## config.mk

```make
export PLATFORM = sky130hd
export DESIGN_NAME = cantm_host
export DESIGN_NICKNAME = d
export VERILOG_FILES = /design/src/verilog/cantm_pkg.sv /design/src/verilog/cantm_host.sv
export SDC_FILE = /design/constraint.sdc
export NUM_CORES = 1
export LEC_CHECK = 0
export ABC_CLOCK_PERIOD_IN_PS = 2070
export BUFFER_PORTS_ARGS = -buffer_cell sky130_fd_sc_hd__buf_2
export CORE_MARGIN = 5
export CORE_UTILIZATION = 30
export CTS_CLUSTER_DIAMETER = 80
export DETAILED_ROUTE_END_ITERATION = 7
export SYNTH_ARGS = -nofsm -noshare
export SYNTH_HDL_FRONTEND = slang
export SYNTH_SLANG_ARGS = --single-unit
export TNS_END_PERCENT = 30
```

## constraint.sdc

```tcl
create_clock -name ref_clk -period 2.07 [get_ports ref_clk]
set_clock_uncertainty 0.15 [all_clocks]
set_input_delay 0.207 -clock ref_clk [delete_from_list [all_inputs] [get_ports ref_clk]]
set_output_delay 0.207 -clock ref_clk [all_outputs]
set_load 0.1 [all_outputs]
```

## src/verilog/cantm_pkg.sv

```systemverilog
package cantm_pkg;

  // Host clock
  localparam int unsigned CLK_PERIOD_NS = 5;
  localparam int unsigned CLK_KHZ = 1000000 / CLK_PERIOD_NS;

  // Candidate bus rates tried in order by the baud search
  localparam int unsigned RATE_COUNT = 3;
  localparam int unsigned RATE0_KBPS = 125;
  localparam int unsigned RATE1_KBPS = 250;
  localparam int unsigned RATE2_KBPS = 500;
  localparam int unsigned RATE_W = 2;
  localparam logic [RATE_W-1:0] RATE_IDX_RESET = 2'h0;

  // Bit period in clock cycles, rounded down
  localparam int unsigned BIT0_CYCLES = CLK_KHZ / RATE0_KBPS;
  localparam int unsigned BIT1_CYCLES = CLK_KHZ / RATE1_KBPS;
  localparam int unsigned BIT2_CYCLES = CLK_KHZ / RATE2_KBPS;
  localparam int unsigned CNT_W = $clog2(BIT0_CYCLES + 1);

  // Pin levels after reset
  localparam logic TXD_RESET = 1'b1;
  localparam logic LOOP_RESET = 1'b0;
  localparam logic BAUD_RESET = 1'b0;
  localparam logic STBY_RESET = 1'b0;
  localparam logic EN_RESET = 1'b1;

  typedef enum logic [2:0] {
    CANTM_IDLE,
    CANTM_BAUD_RESET,
    CANTM_BAUD_WAIT,
    CANTM_DIAG,
    CANTM_STANDBY
  } cantm_state_e;

  function automatic logic [CNT_W-1:0] cantm_bit_cycles(input logic [RATE_W-1:0] idx);
    logic [CNT_W-1:0] r;
    r = CNT_W'(BIT0_CYCLES);
    if (idx == 2'h1) r = CNT_W'(BIT1_CYCLES);
    if (idx == 2'h2) r = CNT_W'(BIT2_CYCLES);
    return r;
  endfunction

endpackage

```

## src/verilog/cantm_host.sv

```systemverilog
module cantm_host
  import cantm_pkg::*;
#(
  parameter int unsigned DIAG_W = 8
) (
  input wire logic ref_clk,
  input wire logic reset,
  // Orders from the user side
  input wire logic start_autobaud,
  input wire logic start_diag,
  input wire logic [DIAG_W-1:0] diag_pattern,
  input wire logic standby_req,
  // Local protocol controller
  input wire logic ctrl_txd,
  input wire logic ctrl_msg_received,
  input wire logic ctrl_error_warning,
  output logic ctrl_rxd,
  output logic ctrl_reset,
  output logic [RATE_W-1:0] rate_sel,
  output logic rate_locked,
  output logic diag_done,
  output logic diag_pass,
  output logic woke,
  output logic busy,
  // Transceiver pins
  input wire logic rxd_pin,
  output logic txd_pin,
  output logic loopback_select,
  output logic autobaud_select,
  output logic slope_standby_select,
  output logic enable_pin
);

  ////////////////////////////////////////////////////////////////////////////
  // Receive pin synchroniser
  logic rx_meta_q;
  logic rx_sync_q;
  logic rx_prev_q;

  always_ff @(posedge ref_clk) begin
    if (reset) begin
      rx_meta_q <= 1'b1;
      rx_sync_q <= 1'b1;
      rx_prev_q <= 1'b1;
    end else begin
      rx_meta_q <= rxd_pin;
      rx_sync_q <= rx_meta_q;
      rx_prev_q <= rx_sync_q;
    end
  end

  ////////////////////////////////////////////////////////////////////////////
  // Control state
  cantm_state_e state_q, state_d;
  logic [RATE_W-1:0] rate_q, rate_d;
  logic locked_q, locked_d;
  logic [CNT_W-1:0] cnt_q, cnt_d;
  logic [DIAG_W-1:0] shift_q, shift_d;
  logic [$clog2(DIAG_W+1)-1:0] bits_q, bits_d;
  logic pass_q, pass_d;
  logic done_q, done_d;
  logic woke_q, woke_d;
  logic creset_q, creset_d;
  logic txd_q, txd_d;
  logic loop_q, loop_d;
  logic baud_q, baud_d;
  logic stby_q, stby_d;
  logic rxd_q, rxd_d;
  logic [CNT_W-1:0] bit_len;

  assign bit_len = cantm_bit_cycles(rate_q);

  always_comb begin
    state_d = state_q;
    rate_d = rate_q;
    locked_d = locked_q;
    cnt_d = cnt_q;
    shift_d = shift_q;
    bits_d = bits_q;
    pass_d = pass_q;
    done_d = 1'b0;
    woke_d = 1'b0;
    unique case (state_q)
      CANTM_IDLE: begin
        if (start_autobaud) begin
          state_d = CANTM_BAUD_RESET;
          rate_d = RATE_IDX_RESET;
          locked_d = 1'b0;
        end else if (start_diag) begin
          state_d = CANTM_DIAG;
          shift_d = diag_pattern;
          bits_d = '0;
          cnt_d = '0;
          pass_d = 1'b1;
        end else if (standby_req) begin
          state_d = CANTM_STANDBY;
        end
      end
      CANTM_BAUD_RESET: begin
        // Indications during the reset belong to the old rate
        state_d = CANTM_BAUD_WAIT;
      end
      CANTM_BAUD_WAIT: begin
        // Error wins when both arrive together: the frame was not clean
        if (ctrl_error_warning) begin
          state_d = CANTM_BAUD_RESET;
          rate_d = (rate_q == RATE_W'(RATE_COUNT - 1)) ? RATE_IDX_RESET : rate_q + 2'h1;
        end else if (ctrl_msg_received) begin
          state_d = CANTM_IDLE;
          locked_d = 1'b1;
        end
      end
      CANTM_DIAG: begin
        cnt_d = cnt_q + CNT_W'(1);
        // Sample mid-bit; loop delay and synchroniser are far below half a bit
        if (cnt_q == (bit_len >> 1) && rx_sync_q != shift_q[DIAG_W-1]) begin
          pass_d = 1'b0;
        end
        if (cnt_q == bit_len - CNT_W'(1)) begin
          cnt_d = '0;
          shift_d = {shift_q[DIAG_W-2:0], 1'b1};
          bits_d = bits_q + 1'b1;
          if (bits_q == ($clog2(DIAG_W+1))'(DIAG_W - 1)) begin
            state_d = CANTM_IDLE;
            done_d = 1'b1;
          end
        end
      end
      CANTM_STANDBY: begin
        if (rx_prev_q && !rx_sync_q) begin
          state_d = CANTM_IDLE;
          woke_d = 1'b1;
        end else if (!standby_req) begin
          state_d = CANTM_IDLE;
        end
      end
    endcase
  end

  ////////////////////////////////////////////////////////////////////////////
  // Pin drive, all registered except enable_pin, which is tied to EN_RESET
  always_comb begin
    creset_d = (state_d == CANTM_BAUD_RESET);
    baud_d = (state_d == CANTM_BAUD_RESET) || (state_d == CANTM_BAUD_WAIT);
    loop_d = (state_d == CANTM_DIAG);
    stby_d = (state_d == CANTM_STANDBY);
    txd_d = (state_d == CANTM_DIAG) ? shift_d[DIAG_W-1] : ctrl_txd;
    rxd_d = rx_sync_q;
  end

  always_ff @(posedge ref_clk) begin
    if (reset) begin
      state_q <= CANTM_IDLE;
      rate_q <= RATE_IDX_RESET;
      locked_q <= 1'b0;
      cnt_q <= '0;
      shift_q <= '0;
      bits_q <= '0;
      pass_q <= 1'b0;
      done_q <= 1'b0;
      woke_q <= 1'b0;
      creset_q <= 1'b0;
      txd_q <= TXD_RESET;
      loop_q <= LOOP_RESET;
      baud_q <= BAUD_RESET;
      stby_q <= STBY_RESET;
      rxd_q <= 1'b1;
    end else begin
      state_q <= state_d;
      rate_q <= rate_d;
      locked_q <= locked_d;
      cnt_q <= cnt_d;
      shift_q <= shift_d;
      bits_q <= bits_d;
      pass_q <= pass_d;
      done_q <= done_d;
      woke_q <= woke_d;
      creset_q <= creset_d;
      txd_q <= txd_d;
      loop_q <= loop_d;
      baud_q <= baud_d;
      stby_q <= stby_d;
      rxd_q <= rxd_d;
    end
  end

  assign ctrl_rxd = rxd_q;
  assign ctrl_reset = creset_q;
  assign rate_sel = rate_q;
  assign rate_locked = locked_q;
  assign diag_done = done_q;
  assign diag_pass = pass_q;
  assign woke = woke_q;
  assign busy = (state_q != CANTM_IDLE);
  assign txd_pin = txd_q;
  assign loopback_select = loop_q;
  assign autobaud_select = baud_q;
  assign slope_standby_select = stby_q;
  // Transceiver always enabled; a low enable would mute receive data
  assign enable_pin = EN_RESET;
endmodule // cantm_host

```

==> results of run 1 <==
-- placed cells by master, fill, tap and decap left out, drive strengths merged, types with 2 or more instances in the layout --
| cell type | n |
|---|---|
| nor3 | 9 |
| ha | 8 |
| clkbuf | 6 |
| dfxtp | 40 |
| and4 | 2 |
| and3b | 2 |
| a21oi | 14 |
| a22oi | 8 |
| nand2b | 3 |
| o21ai | 2 |
| nand3 | 9 |
| nand3b | 4 |
| nand2 | 16 |
| buf | 61 |
| a211oi | 3 |
| nor3b | 2 |
| nor4b | 2 |
| or2 | 3 |
| a221oi | 2 |
| xor2 | 11 |
| and3 | 3 |
| xnor2 | 7 |
| nor4 | 3 |
| a31oi | 2 |
| nor2 | 28 |
| inv | 9 |
-- final timing paths --
| check | cells after the start | end | slack, ns |
|---|---|---|---|
| worst max-delay path | 9 | txd_pin | -0.22 |
| worst min-delay path | 3 | shift_q[0] | 0.04 |
| worst max register to register | 9 | txd_pin | -0.22 |
| worst min register to register | 1 | rx_sync_q | 0.27 |
-- cells by family after synthesis --
family,Yosys count,share of synthesized area (%)
adder cells (fa/ha/maj),8,5.01
other,1,0.188
AO/OA/AOI/OAI,38,15.0
XOR/XNOR,18,7.89
flip-flops,40,40.1
AND/OR/NAND/NOR,95,26.5
buffers and inverters,20,4.82
multiplexers,1,0.501
-- power by group --
group	switching, mW	internal, mW
sequential	0.0280	0.815
combinational	0.449	0.229
clock	0.297	0.363
total	0.774	1.41
-- worst register-to-register path, stage by stage, from the launching register on --
cell	delay (ns)
dfxtp_4	0.36
inv_4	0.04
ha_4	0.26
or3b_4	0.38
a211oi_4	0.24
buf_4	0.17
a31oi_4	0.10
a21oi_2	0.19
nor2_2	0.07
a221oi_2	0.25
-- final cells by class --
type                    count  area (um2)  area share [%]
clock buffers               5        68.8            2.53
clock inverters             3        46.3            1.70
multi-input cells         161        1240            45.7
inverters                   8        35.0            1.29
well taps                  77        96.3            3.54
flip-flops and latches     40         808            29.7
repair buffers             63         420            15.5
-- flip-flops by register name (all words and copies together) (netlist names) --
| register | count |
|---|---|
| cnt_q | 11 |
| shift_q | 8 |
| bits_q | 4 |
| state_q | 3 |
| rate_sel | 2 |
| autobaud_select | 1 |
| ctrl_reset | 1 |
| ctrl_rxd | 1 |
| diag_done | 1 |
| diag_pass | 1 |
| loopback_select | 1 |
| rate_locked | 1 |
| rx_meta_q | 1 |
| rx_sync_q | 1 |
| slope_standby_select | 1 |
| txd_pin | 1 |
| woke | 1 |
-- per-layer routing --
metal  vias to the layer above  share of wire (%)  GRT usage [%]
met4                         0                1.5           4.40
met2                        18                 48           19.0
met3                         8                2.4           2.81
met1                       789                 48           15.3
li1                        893                  -              -
met5                         -                  0              0
-- per-stage QoR --
| step | hold WS (ns) | instance area (um2) | power, mW | utilization [%] | setup TNS [ns] |
|---|---|---|---|---|---|
| after floorplan | 0.161 | 2030 | 1.31 | - | -7.10 |
| after global placement | 0.240 | 2420 | 1.48 | 37.7 | -2.47 |
| after detailed placement | 0.242 | 2420 | 1.48 | 37.7 | -4.06 |
| after CTS | 0.0113 | 2610 | 2.18 | 40.6 | -3.14 |
| after global routing | 0.0457 | 2720 | 2.29 | 42.3 | -6.16 |
| final | 0.0354 | 2720 | 2.18 | 42.3 | -3.20 |
-- what timing repair did --
item | in CTS | in global routing
setup buffers | 4 | 2
hold buffers | 1 | 0
pin swaps | 13 | 11
resized for setup | 12 | 19
endpoints found under the setup margin | 29 | 33
endpoints found under the hold margin | 1 | 0
==> run metrics, run 1 <==
Critical Path RT=2.14 ns; fmax=436 MHz; VDD IR-drop max=0.565 mV; TritonCTS sink count=40; top-count cell post-synth=dfxtp_1; Reg clk slew, reported paths=0.08 ns; Synth area leaders=dfxtp_1 40%, ha_1 5.0%, nor2_1 4.9%; CTS root buffer=clkbuf_8; Final min period=2.29 ns; worst-margin pin slew=0.646 ns; number of synthesized flops with an enable pin=0; buffer depth of the longest clock path=2; Buf/Inv on CP=2; flops & latches, synth=40; Final Worst Setup Slack=-0.221 ns; n_diodes=0; gr usage total=11.8%; post-DR vias/cell=4.78; Worst setup SP type=flop; Final Cycle Share=111%; CP Max Fanout=4; crit-path leading delay family=compound AO/OA/AOI/OAI gates; final slew viol count=0; remaining routing DRC violations=0; worst setup path class=flop to flop; Non-Filler Instances=357; Core Region=6420 um2; final setup violation count=30; # H-tree levels=2; leakage power=1.08 nW; Die X-Extent=91.6 um; first-pass GRT wire length=8.13 mm; Synthesis Warnings=0; Post-synth ARST share=0%; Crit Reg-Reg Startpoint=rate_sel[1]; total CTS buffers=5; Fillers=639; Initial Util=31.1%; gp weighted congestion=0.776; Detail Route Antenna Nets=0; Cells after Synth=221; CP peak stage delay=0.38 ns; Die Span Y=91.6 um; synth cell count leaders=40 x dfxtp_1, 26 x nor2_1, 16 x nand2_1; CP Cell Sequence=inv_4, ha_4, or3b_4, a211oi_4, buf_4, a31oi_4, a21oi_2, nor2_2, a221oi_2; Layout area overhead=36.2%; placed insts=343; Cell Pwr Density=802 nW/um2; routed length per placed instance=12.9 um; Avg Cell Area, Syn=9.04 um2; sequential area share after synthesis=40.1%; Critical Path Sink Type=flop; proportion of layout cells with a drive suffix above 1=39.3%; largest net degree at the start of global routing=18; CP max stage cell=or3b_4; PortBufs=29; Setup crit start=rate_sel[1]; Fin. Hold Viols=0; Top FF cell, synth=dfxtp_1; Synth top area share=40.1%; Std-Cell Rows=29; io pins=31; number of global-route vias before repair=1751; GRT overflow=0; RSZ-0062 raised after global routing=yes; nets@finish=304; TritonRoute pass-1 iters=4; Hold WC Path Type=primary input to flop; failing checks=setup timing; hold path start=diag_pattern[0]; Synth area leader=dfxtp_1; CTS tree=yes; clock latency at the later pin of the worst-skew pair=0.29 ns; status=complete, but fails checks; Post-Synthesis Cell Area=2000 um2; pre-CTS WS=-0.200 ns; Post-Route WL=4.62 mm; Max-Slew Margin vs Limit=56.9%; max_cap viols=0; hpwl dp=3.39 mm; vias after detailed routing=1708; Yosys cell types=54; DR iter-0 viols=54; antenna violations before repair=0; Data arrival, critical path=2.36 ns; Die Area=8390 um2; Mapped Nets=246
(Power assumes the default switching activity.)
==> run 2: changes to the inputs <==
--- a/config.mk
+++ b/config.mk
@@ -8,9 +8,10 @@
 export ABC_CLOCK_PERIOD_IN_PS = 2070
 export BUFFER_PORTS_ARGS = -buffer_cell sky130_fd_sc_hd__buf_2
 export CORE_MARGIN = 5
-export CORE_UTILIZATION = 30
+export CORE_UTILIZATION = 50
 export CTS_CLUSTER_DIAMETER = 80
 export DETAILED_ROUTE_END_ITERATION = 7
+export PLACE_DENSITY = 0.74
 export SYNTH_ARGS = -nofsm -noshare
 export SYNTH_HDL_FRONTEND = slang
 export SYNTH_SLANG_ARGS = --single-unit
==> run 2 against run 1 <==
Against the previous run:
- the flow still finishes with violations (setup timing)
- global-route usage increased by 6.0 points
- cell count down 7.3%
- worst setup slack improved by 0.027 ns
- routed wire length shrank 5.4%
- sequential share of layout area increased by 1.2 points
- count of clock-buffer cells in the layout did not move
- die area shrank 36%
- total power is 1.8% lower
- fmax increased by 1.2%
- clock power is 3.8% lower
- non-clock buffer count rose by 1
- critical endpoint unchanged
==> run metrics, run 2 (synthesized netlist as in run 1, its figures left out) <==
Critical Path Sink Type=flop; first-pass GRT wire length=7.52 mm (-7.5%); worst-margin pin slew=0.572 ns (-0.0742 ns); PortBufs=29 (unchanged); Final min period=2.26 ns (-0.0269 ns); Clk network pwr share=29.6% (-0.7 points); hold_ws=0.0250 ns (-0.0104 ns); routed length per placed instance=13.2 um (+2.0%); Fin. Hold Viols=0 (unchanged); Layout area overhead=30.8%; final setup violation count=29 (-3.3%); Setup crit start=rate_sel[0]; nets@finish=305 (+0.33%); total power=2.14 mW (-1.8%); most frequent cells in the layout=38 x dfxtp_1, 33 x buf_4, 29 x buf_2; post-DR vias/cell=5.25 (+9.8%); crit-path leading delay family=compound AO/OA/AOI/OAI gates; Non-Filler Instances=331 (-7.3%); gp weighted congestion=0.873 (+12%); number of flip-flops in the largest register=11 (unchanged); CTS root buffer=clkbuf_8; most common library cell in the layout ignoring fill and taps=dfxtp_1; TritonCTS sink count=40 (unchanged); top flop regs=cnt_q: 11 flops, shift_q: 8 flops, bits_q: 4 flops; Buf/Inv on CP=2 (unchanged); status=complete, but fails checks; Detail Route Antenna Nets=0 (unchanged); Critical Path RT=2.13 ns (about the same); Die Area=5360 um2 (-36%); leakage power=1.07 nW (-0.77%); Max-Slew Margin vs Limit=61.9% (+4.9 points); Die Span Y=73.2 um (-20%); n_diodes=0 (unchanged); Final Worst Setup Slack=-0.194 ns (+0.0269 ns); Seq pwr share=39.3% (+0.7 points); WHS Path Cells=3 (unchanged); Final Cycle Share=109% (-1.3 points); logic gate share of total power=31.1% (about the same); Data arrival, critical path=2.32 ns (-0.04 ns); Fillers=330 (-48%); CP peak stage delay=0.37 ns (about the same); proportion of layout cells with a drive suffix above 1=36.7% (-2.6 points); TritonRoute pass-1 iters=4 (unchanged); clock latency at the later pin of the worst-skew pair=0.30 ns (about the same); final slew viol count=0 (unchanged); failing checks=setup timing; Psw=0.748 mW (-3.3%); worst r2r path cells=9 (unchanged); remaining routing DRC violations=0 (unchanged); Post-Route WL=4.37 mm (-5.4%); hold path start=diag_pattern[0]; CP max stage cell=or3b_4; worst setup path class=flop to flop; Int Pwr=1.39 mW (-1.0%); gr usage total=17.8% (+6.0 points); CP Max Fanout=3 (-1); vias after detailed routing=1739 (+1.8%); Std-Cell Rows=23 (-21%); Core Region=3940 um2 (-39%); Cell Pwr Density=820 nW/um2 (+2.2%); DR iter-0 viols=88 (+63%); largest net degree at the start of global routing=19 (+1); total CTS buffers=5 (unchanged); antenna violations before repair=0 (unchanged); # H-tree levels=2 (unchanged); max_cap viols=0 (unchanged); Hold WC Path Type=primary input to flop; RSZ-0062 raised after global routing=yes; GRT overflow=0 (unchanged); Most flops, register=cnt_q; placed insts=319 (-7.0%); cell depth of the worst setup path=9 (unchanged); Crit Reg-Reg Startpoint=rate_sel[0]; CP Cell Sequence=inv_4, ha_4, or3b_4, a211oi_2, buf_4, a31oi_4, a21oi_2, nor2_2, a221oi_2; buffer depth of the longest clock path=2 (unchanged); CTS tree=yes; hpwl dp=3.18 mm (-6.3%); number of global-route vias before repair=1682 (-3.9%); VDD IR-drop max=0.693 mV (+23%); Reg clk slew, reported paths=0.08 ns (about the same); Worst setup SP type=flop; Net Sw Frac=35.0% (-0.53 points); Die X-Extent=73.2 um (-20%); io pins=31 (unchanged); fmax=442 MHz (+1.2%); Initial Util=50.7% (+20 points)
-- run 2: cell types whose count changed in the layout (fill, tap and decap cells not counted), sizes merged --
cell	before	now
buf	61	63
clkbuf	6	5
clkinv	0	1
clkinvlp	1	0
-- run 2: path summary, 6_finish.rpt --
kind | to | slack [ns]
setup / recovery | txd_pin | -0.19
hold / removal | shift_q[0] | 0.03
setup reg to reg | txd_pin | -0.19
hold reg to reg | rx_sync_q | 0.27
-- run 2: power by group through the flow --
stage / logic, mW / clock network [mW] / registers (mW)
floorplan: 0.290 / 0 / 1.02
global placement: 0.609 / 0 / 0.858
detailed placement: 0.613 / 0 / 0.856
CTS: 0.624 / 0.658 / 0.840
global route: 0.715 / 0.691 / 0.846
finish: 0.666 / 0.635 / 0.841
-- run 2: area by class of cell --
cell class | count | area (um2) | area share, %
multi-input combinational | 161 | 1180 | 45.2
sequential | 40 | 808 | 31.0
timing repair buffer | 64 | 414 | 15.9
clock buffer | 5 | 68.8 | 2.64
tap | 50 | 62.6 | 2.40
clock inverter | 3 | 41.3 | 1.58
inverter | 8 | 35.0 | 1.34
-- run 2: layer usage --
| layer | track usage, % | routed length, um |
|---|---|---|
| met3 | 4.55 | 185 |
| met2 | 28.4 | 2120 |
| met5 | 0 | 0 |
| met4 | 6.35 | 42 |
| met1 | 23.2 | 2020 |
-- run 2: worst register-to-register path: stages (launching register included) --
cell and delay (ns):
dfxtp_4 0.36, inv_4 0.04, ha_4 0.25, or3b_4 0.37, a211oi_2 0.23, buf_4 0.17, a31oi_4 0.10, a21oi_2 0.16
nor2_2 0.07, a221oi_2 0.27
-- run 2: per-stage QoR --
stage / worst slack (ns) / setup TNS [ns] / utilization (%) / cell area [um2]
3_5_place_dp: -0.201 / -4.00 / 60.8 / 2400
2_1_floorplan: -0.323 / -7.10 / - / 2030
5_1_grt: -0.296 / -5.71 / 66.2 / 2610
4_1_cts: -0.148 / -2.43 / 64.7 / 2550
6_report: -0.194 / -2.95 / 66.2 / 2610
3_3_place_gp: -0.157 / -2.01 / 60.8 / 2400
-- run 2: repair_timing --
action / 4_1_cts / 5_1_grt
setup buffers: 2 / 1
resized for setup: 5 / 11
hold buffers: 1 / 0
pin swaps: 4 / 7
endpoints found under the setup margin: 30 / 31
endpoints found under the hold margin: 1 / 0
==> run 3: changes to the inputs <==
--- a/config.mk
+++ b/config.mk
@@ -12,6 +12,8 @@
 export CTS_CLUSTER_DIAMETER = 80
 export DETAILED_ROUTE_END_ITERATION = 7
 export PLACE_DENSITY = 0.74
+export RECOVER_POWER = 100
+export SKIP_LAST_GASP = 1
 export SYNTH_ARGS = -nofsm -noshare
 export SYNTH_HDL_FRONTEND = slang
 export SYNTH_SLANG_ARGS = --single-unit
==> run 3 against run 2 <==
Against the previous run:
- the flow still finishes with violations (setup timing)
- hold slack got worse by 0.0034 ns
- sequential power barely moved
- core utilization fell by 0.29 points
- count of clock-buffer cells in the layout did not move
- total power fell by 0.36%
- via count fell by 0.75%
- combinational power fell by 2%
- global-route usage barely moved
- cell area fell by 0.43%
- cell count did not move
- worst setup slack got worse by 0.0071 ns
- largest cell class unchanged
==> run metrics, run 3 (synthesized netlist as in run 1, its figures left out) <==
antenna violations before repair=0 (unchanged); GRT met1 Usage=23.1% (-0.085 points); TritonRoute pass-1 iters=4 (unchanged); placed insts=319 (unchanged); post-DR vias/cell=5.21 (-0.75%); Die Span Y=73.2 um (unchanged); Critical Path Sink Type=flop; n_diodes=0 (unchanged); Post-Route WL=4.37 mm (unchanged); largest net degree at the start of global routing=19 (unchanged); Most flops, register=cnt_q; GRT busiest layer=met2; hold path start=diag_pattern[0]; nets@finish=305 (unchanged); Reg clk slew, reported paths=0.08 ns (about the same); total CTS buffers=5 (unchanged); CTS root buffer=clkbuf_8; CP peak stage delay=0.37 ns (about the same); Setup crit start=rate_sel[0]; DR iter-0 viols=99 (+13%); first-pass GRT wire length=7.51 mm (-0.19%); CP max stage cell=or3b_4; met3 Track Usage GR=4.55% (unchanged); Cell Pwr Density=821 nW/um2 (about the same); # H-tree levels=2 (unchanged); buffer depth of the longest clock path=2 (unchanged); total power=2.13 mW (-0.36%); hpwl dp=3.18 mm (unchanged); worst setup path class=flop to flop; Crit Reg-Reg Startpoint=rate_sel[0]; pre-CTS WS=-0.201 ns (unchanged); clock latency at the later pin of the worst-skew pair=0.30 ns (about the same); Final Worst Setup Slack=-0.201 ns (-0.00715 ns); proportion of layout cells with a drive suffix above 1=35.6% (-1.1 points); final non-filler cell area=2600 um2 (-0.43%); Critical Path RT=2.13 ns (about the same); Std-Cell Rows=23 (unchanged); CTS tree=yes; io pins=31 (unchanged); number of flip-flops in the largest register=11 (unchanged); Final Cycle Share=110% (+0.35 points); Post-DP Area=2400 um2 (unchanged); Layout area overhead=30.2%; Data arrival, critical path=2.33 ns (about the same); fmax=440 MHz (-0.31%); Worst setup SP type=flop; number of global-route vias before repair=1680 (-0.12%); setup TNS=-3.01 ns (-0.0581 ns); Die Area=5360 um2 (unchanged); leakage power=1.06 nW (-1.6%); most frequent cells in the layout=38 x dfxtp_1, 32 x buf_4, 24 x nor2_1; gr usage total=17.8% (-0.029 points); reg2reg setup slack=-0.20 ns (about the same); Max-Slew Margin vs Limit=22.7% (-39 points); R2R Path End=txd_pin; Initial Util=50.7% (unchanged); gp weighted congestion=0.873 (unchanged); TritonCTS sink count=40 (unchanged); RSZ-0062 raised after global routing=yes; WHS Path Cells=3 (unchanged); worst r2r path cells=9 (unchanged); GRT overflow=0 (unchanged); Non-Filler Instances=331 (unchanged); Detail Route Antenna Nets=0 (unchanged); top flop regs=cnt_q: 11 flops, shift_q: 8 flops, bits_q: 4 flops; Fin. Hold Viols=0 (unchanged); VDD IR-drop max=0.708 mV (+2.1%); status=complete, but fails checks; CP Cell Sequence=inv_4, ha_4, or3b_4, a211oi_2, buf_4, a31oi_4, a21oi_2, nor2_2, a221oi_2; final setup violation count=30 (+3.4%); most common library cell in the layout ignoring fill and taps=dfxtp_1; failing checks=setup timing; WHS Endpoint=shift_q[0]; Die X-Extent=73.2 um (unchanged); met2 Usage GRT=28.4% (unchanged); worst-margin pin slew=1.16 ns (+0.592 ns); CP Max Fanout=3 (unchanged); PortBufs=29 (unchanged); final slew viol count=0 (unchanged); remaining routing DRC violations=0 (unchanged); vias after detailed routing=1726 (-0.75%); routed length per placed instance=13.2 um (unchanged); Final min period=2.27 ns (+0.00715 ns); Hold WC Path Type=primary input to flop; max_cap viols=0 (unchanged); Core Region=3940 um2 (unchanged)
## run 3: repair_timing
item	4_1_cts	5_1_grt
setup endpoints to repair	30	31
gates resized for setup	4	11
setup buffers	2	1
hold endpoints to repair	1	0
hold buffers	1	0
pin swaps	4	5
## run 3: layout make-up
class | instances | area [um2]
fillers | 336 | 1340
multi-input cells | 161 | 1180
flip-flops and latches | 40 | 808
repair buffers | 64 | 408
clock buffers | 5 | 68.8
well taps | 50 | 62.6
clock inverters | 3 | 41.3
inverters | 8 | 35.0
## run 3: worst max-delay path by stage
stage	depth (start not counted)	endpoint	slack, ns
final	9	txd_pin	-0.20
after global routing	9	txd_pin	-0.30
after CTS	9	txd_pin	-0.15
after detailed placement	7	diag_done	-0.20
after global placement	7	diag_done	-0.16
after floorplan	9	txd_pin	-0.32
## run 3: per-stage QoR
stage / util (%) / hold WS [ns]
after floorplan: - / 0.161
final: 65.9 / 0.0216
after global placement: 60.8 / 0.242
after CTS: 64.6 / 0.0229
after global routing: 65.9 / 0.0575
after detailed placement: 60.8 / 0.249
## run 3: report_power, final
| group | internal (mW) | leakage [nW] | switching (mW) | total, mW |
|---|---|---|---|---|
| Combinational | 0.211 | 0.672 | 0.443 | 0.654 |
| Clock | 0.358 | 0.0585 | 0.280 | 0.638 |
| Sequential | 0.815 | 0.327 | 0.0267 | 0.842 |
## run 3: critical path: cells and delay by family, from the launching register on
family / cells / cell delay (ns)
and+or+nand+nor: 2 / 0.44
DFF: 1 / 0.36
buffers and inverters: 2 / 0.21
adders and majority gates: 1 / 0.25
AOI/OAI and AO/OA: 4 / 0.76
## run 3: metal layers
layer / wire (um) / part of all wire [%]
met5: 0 / 0
met4: 57 / 1.3
met3: 156 / 3.6
met2: 2110 / 48
met1: 2040 / 47
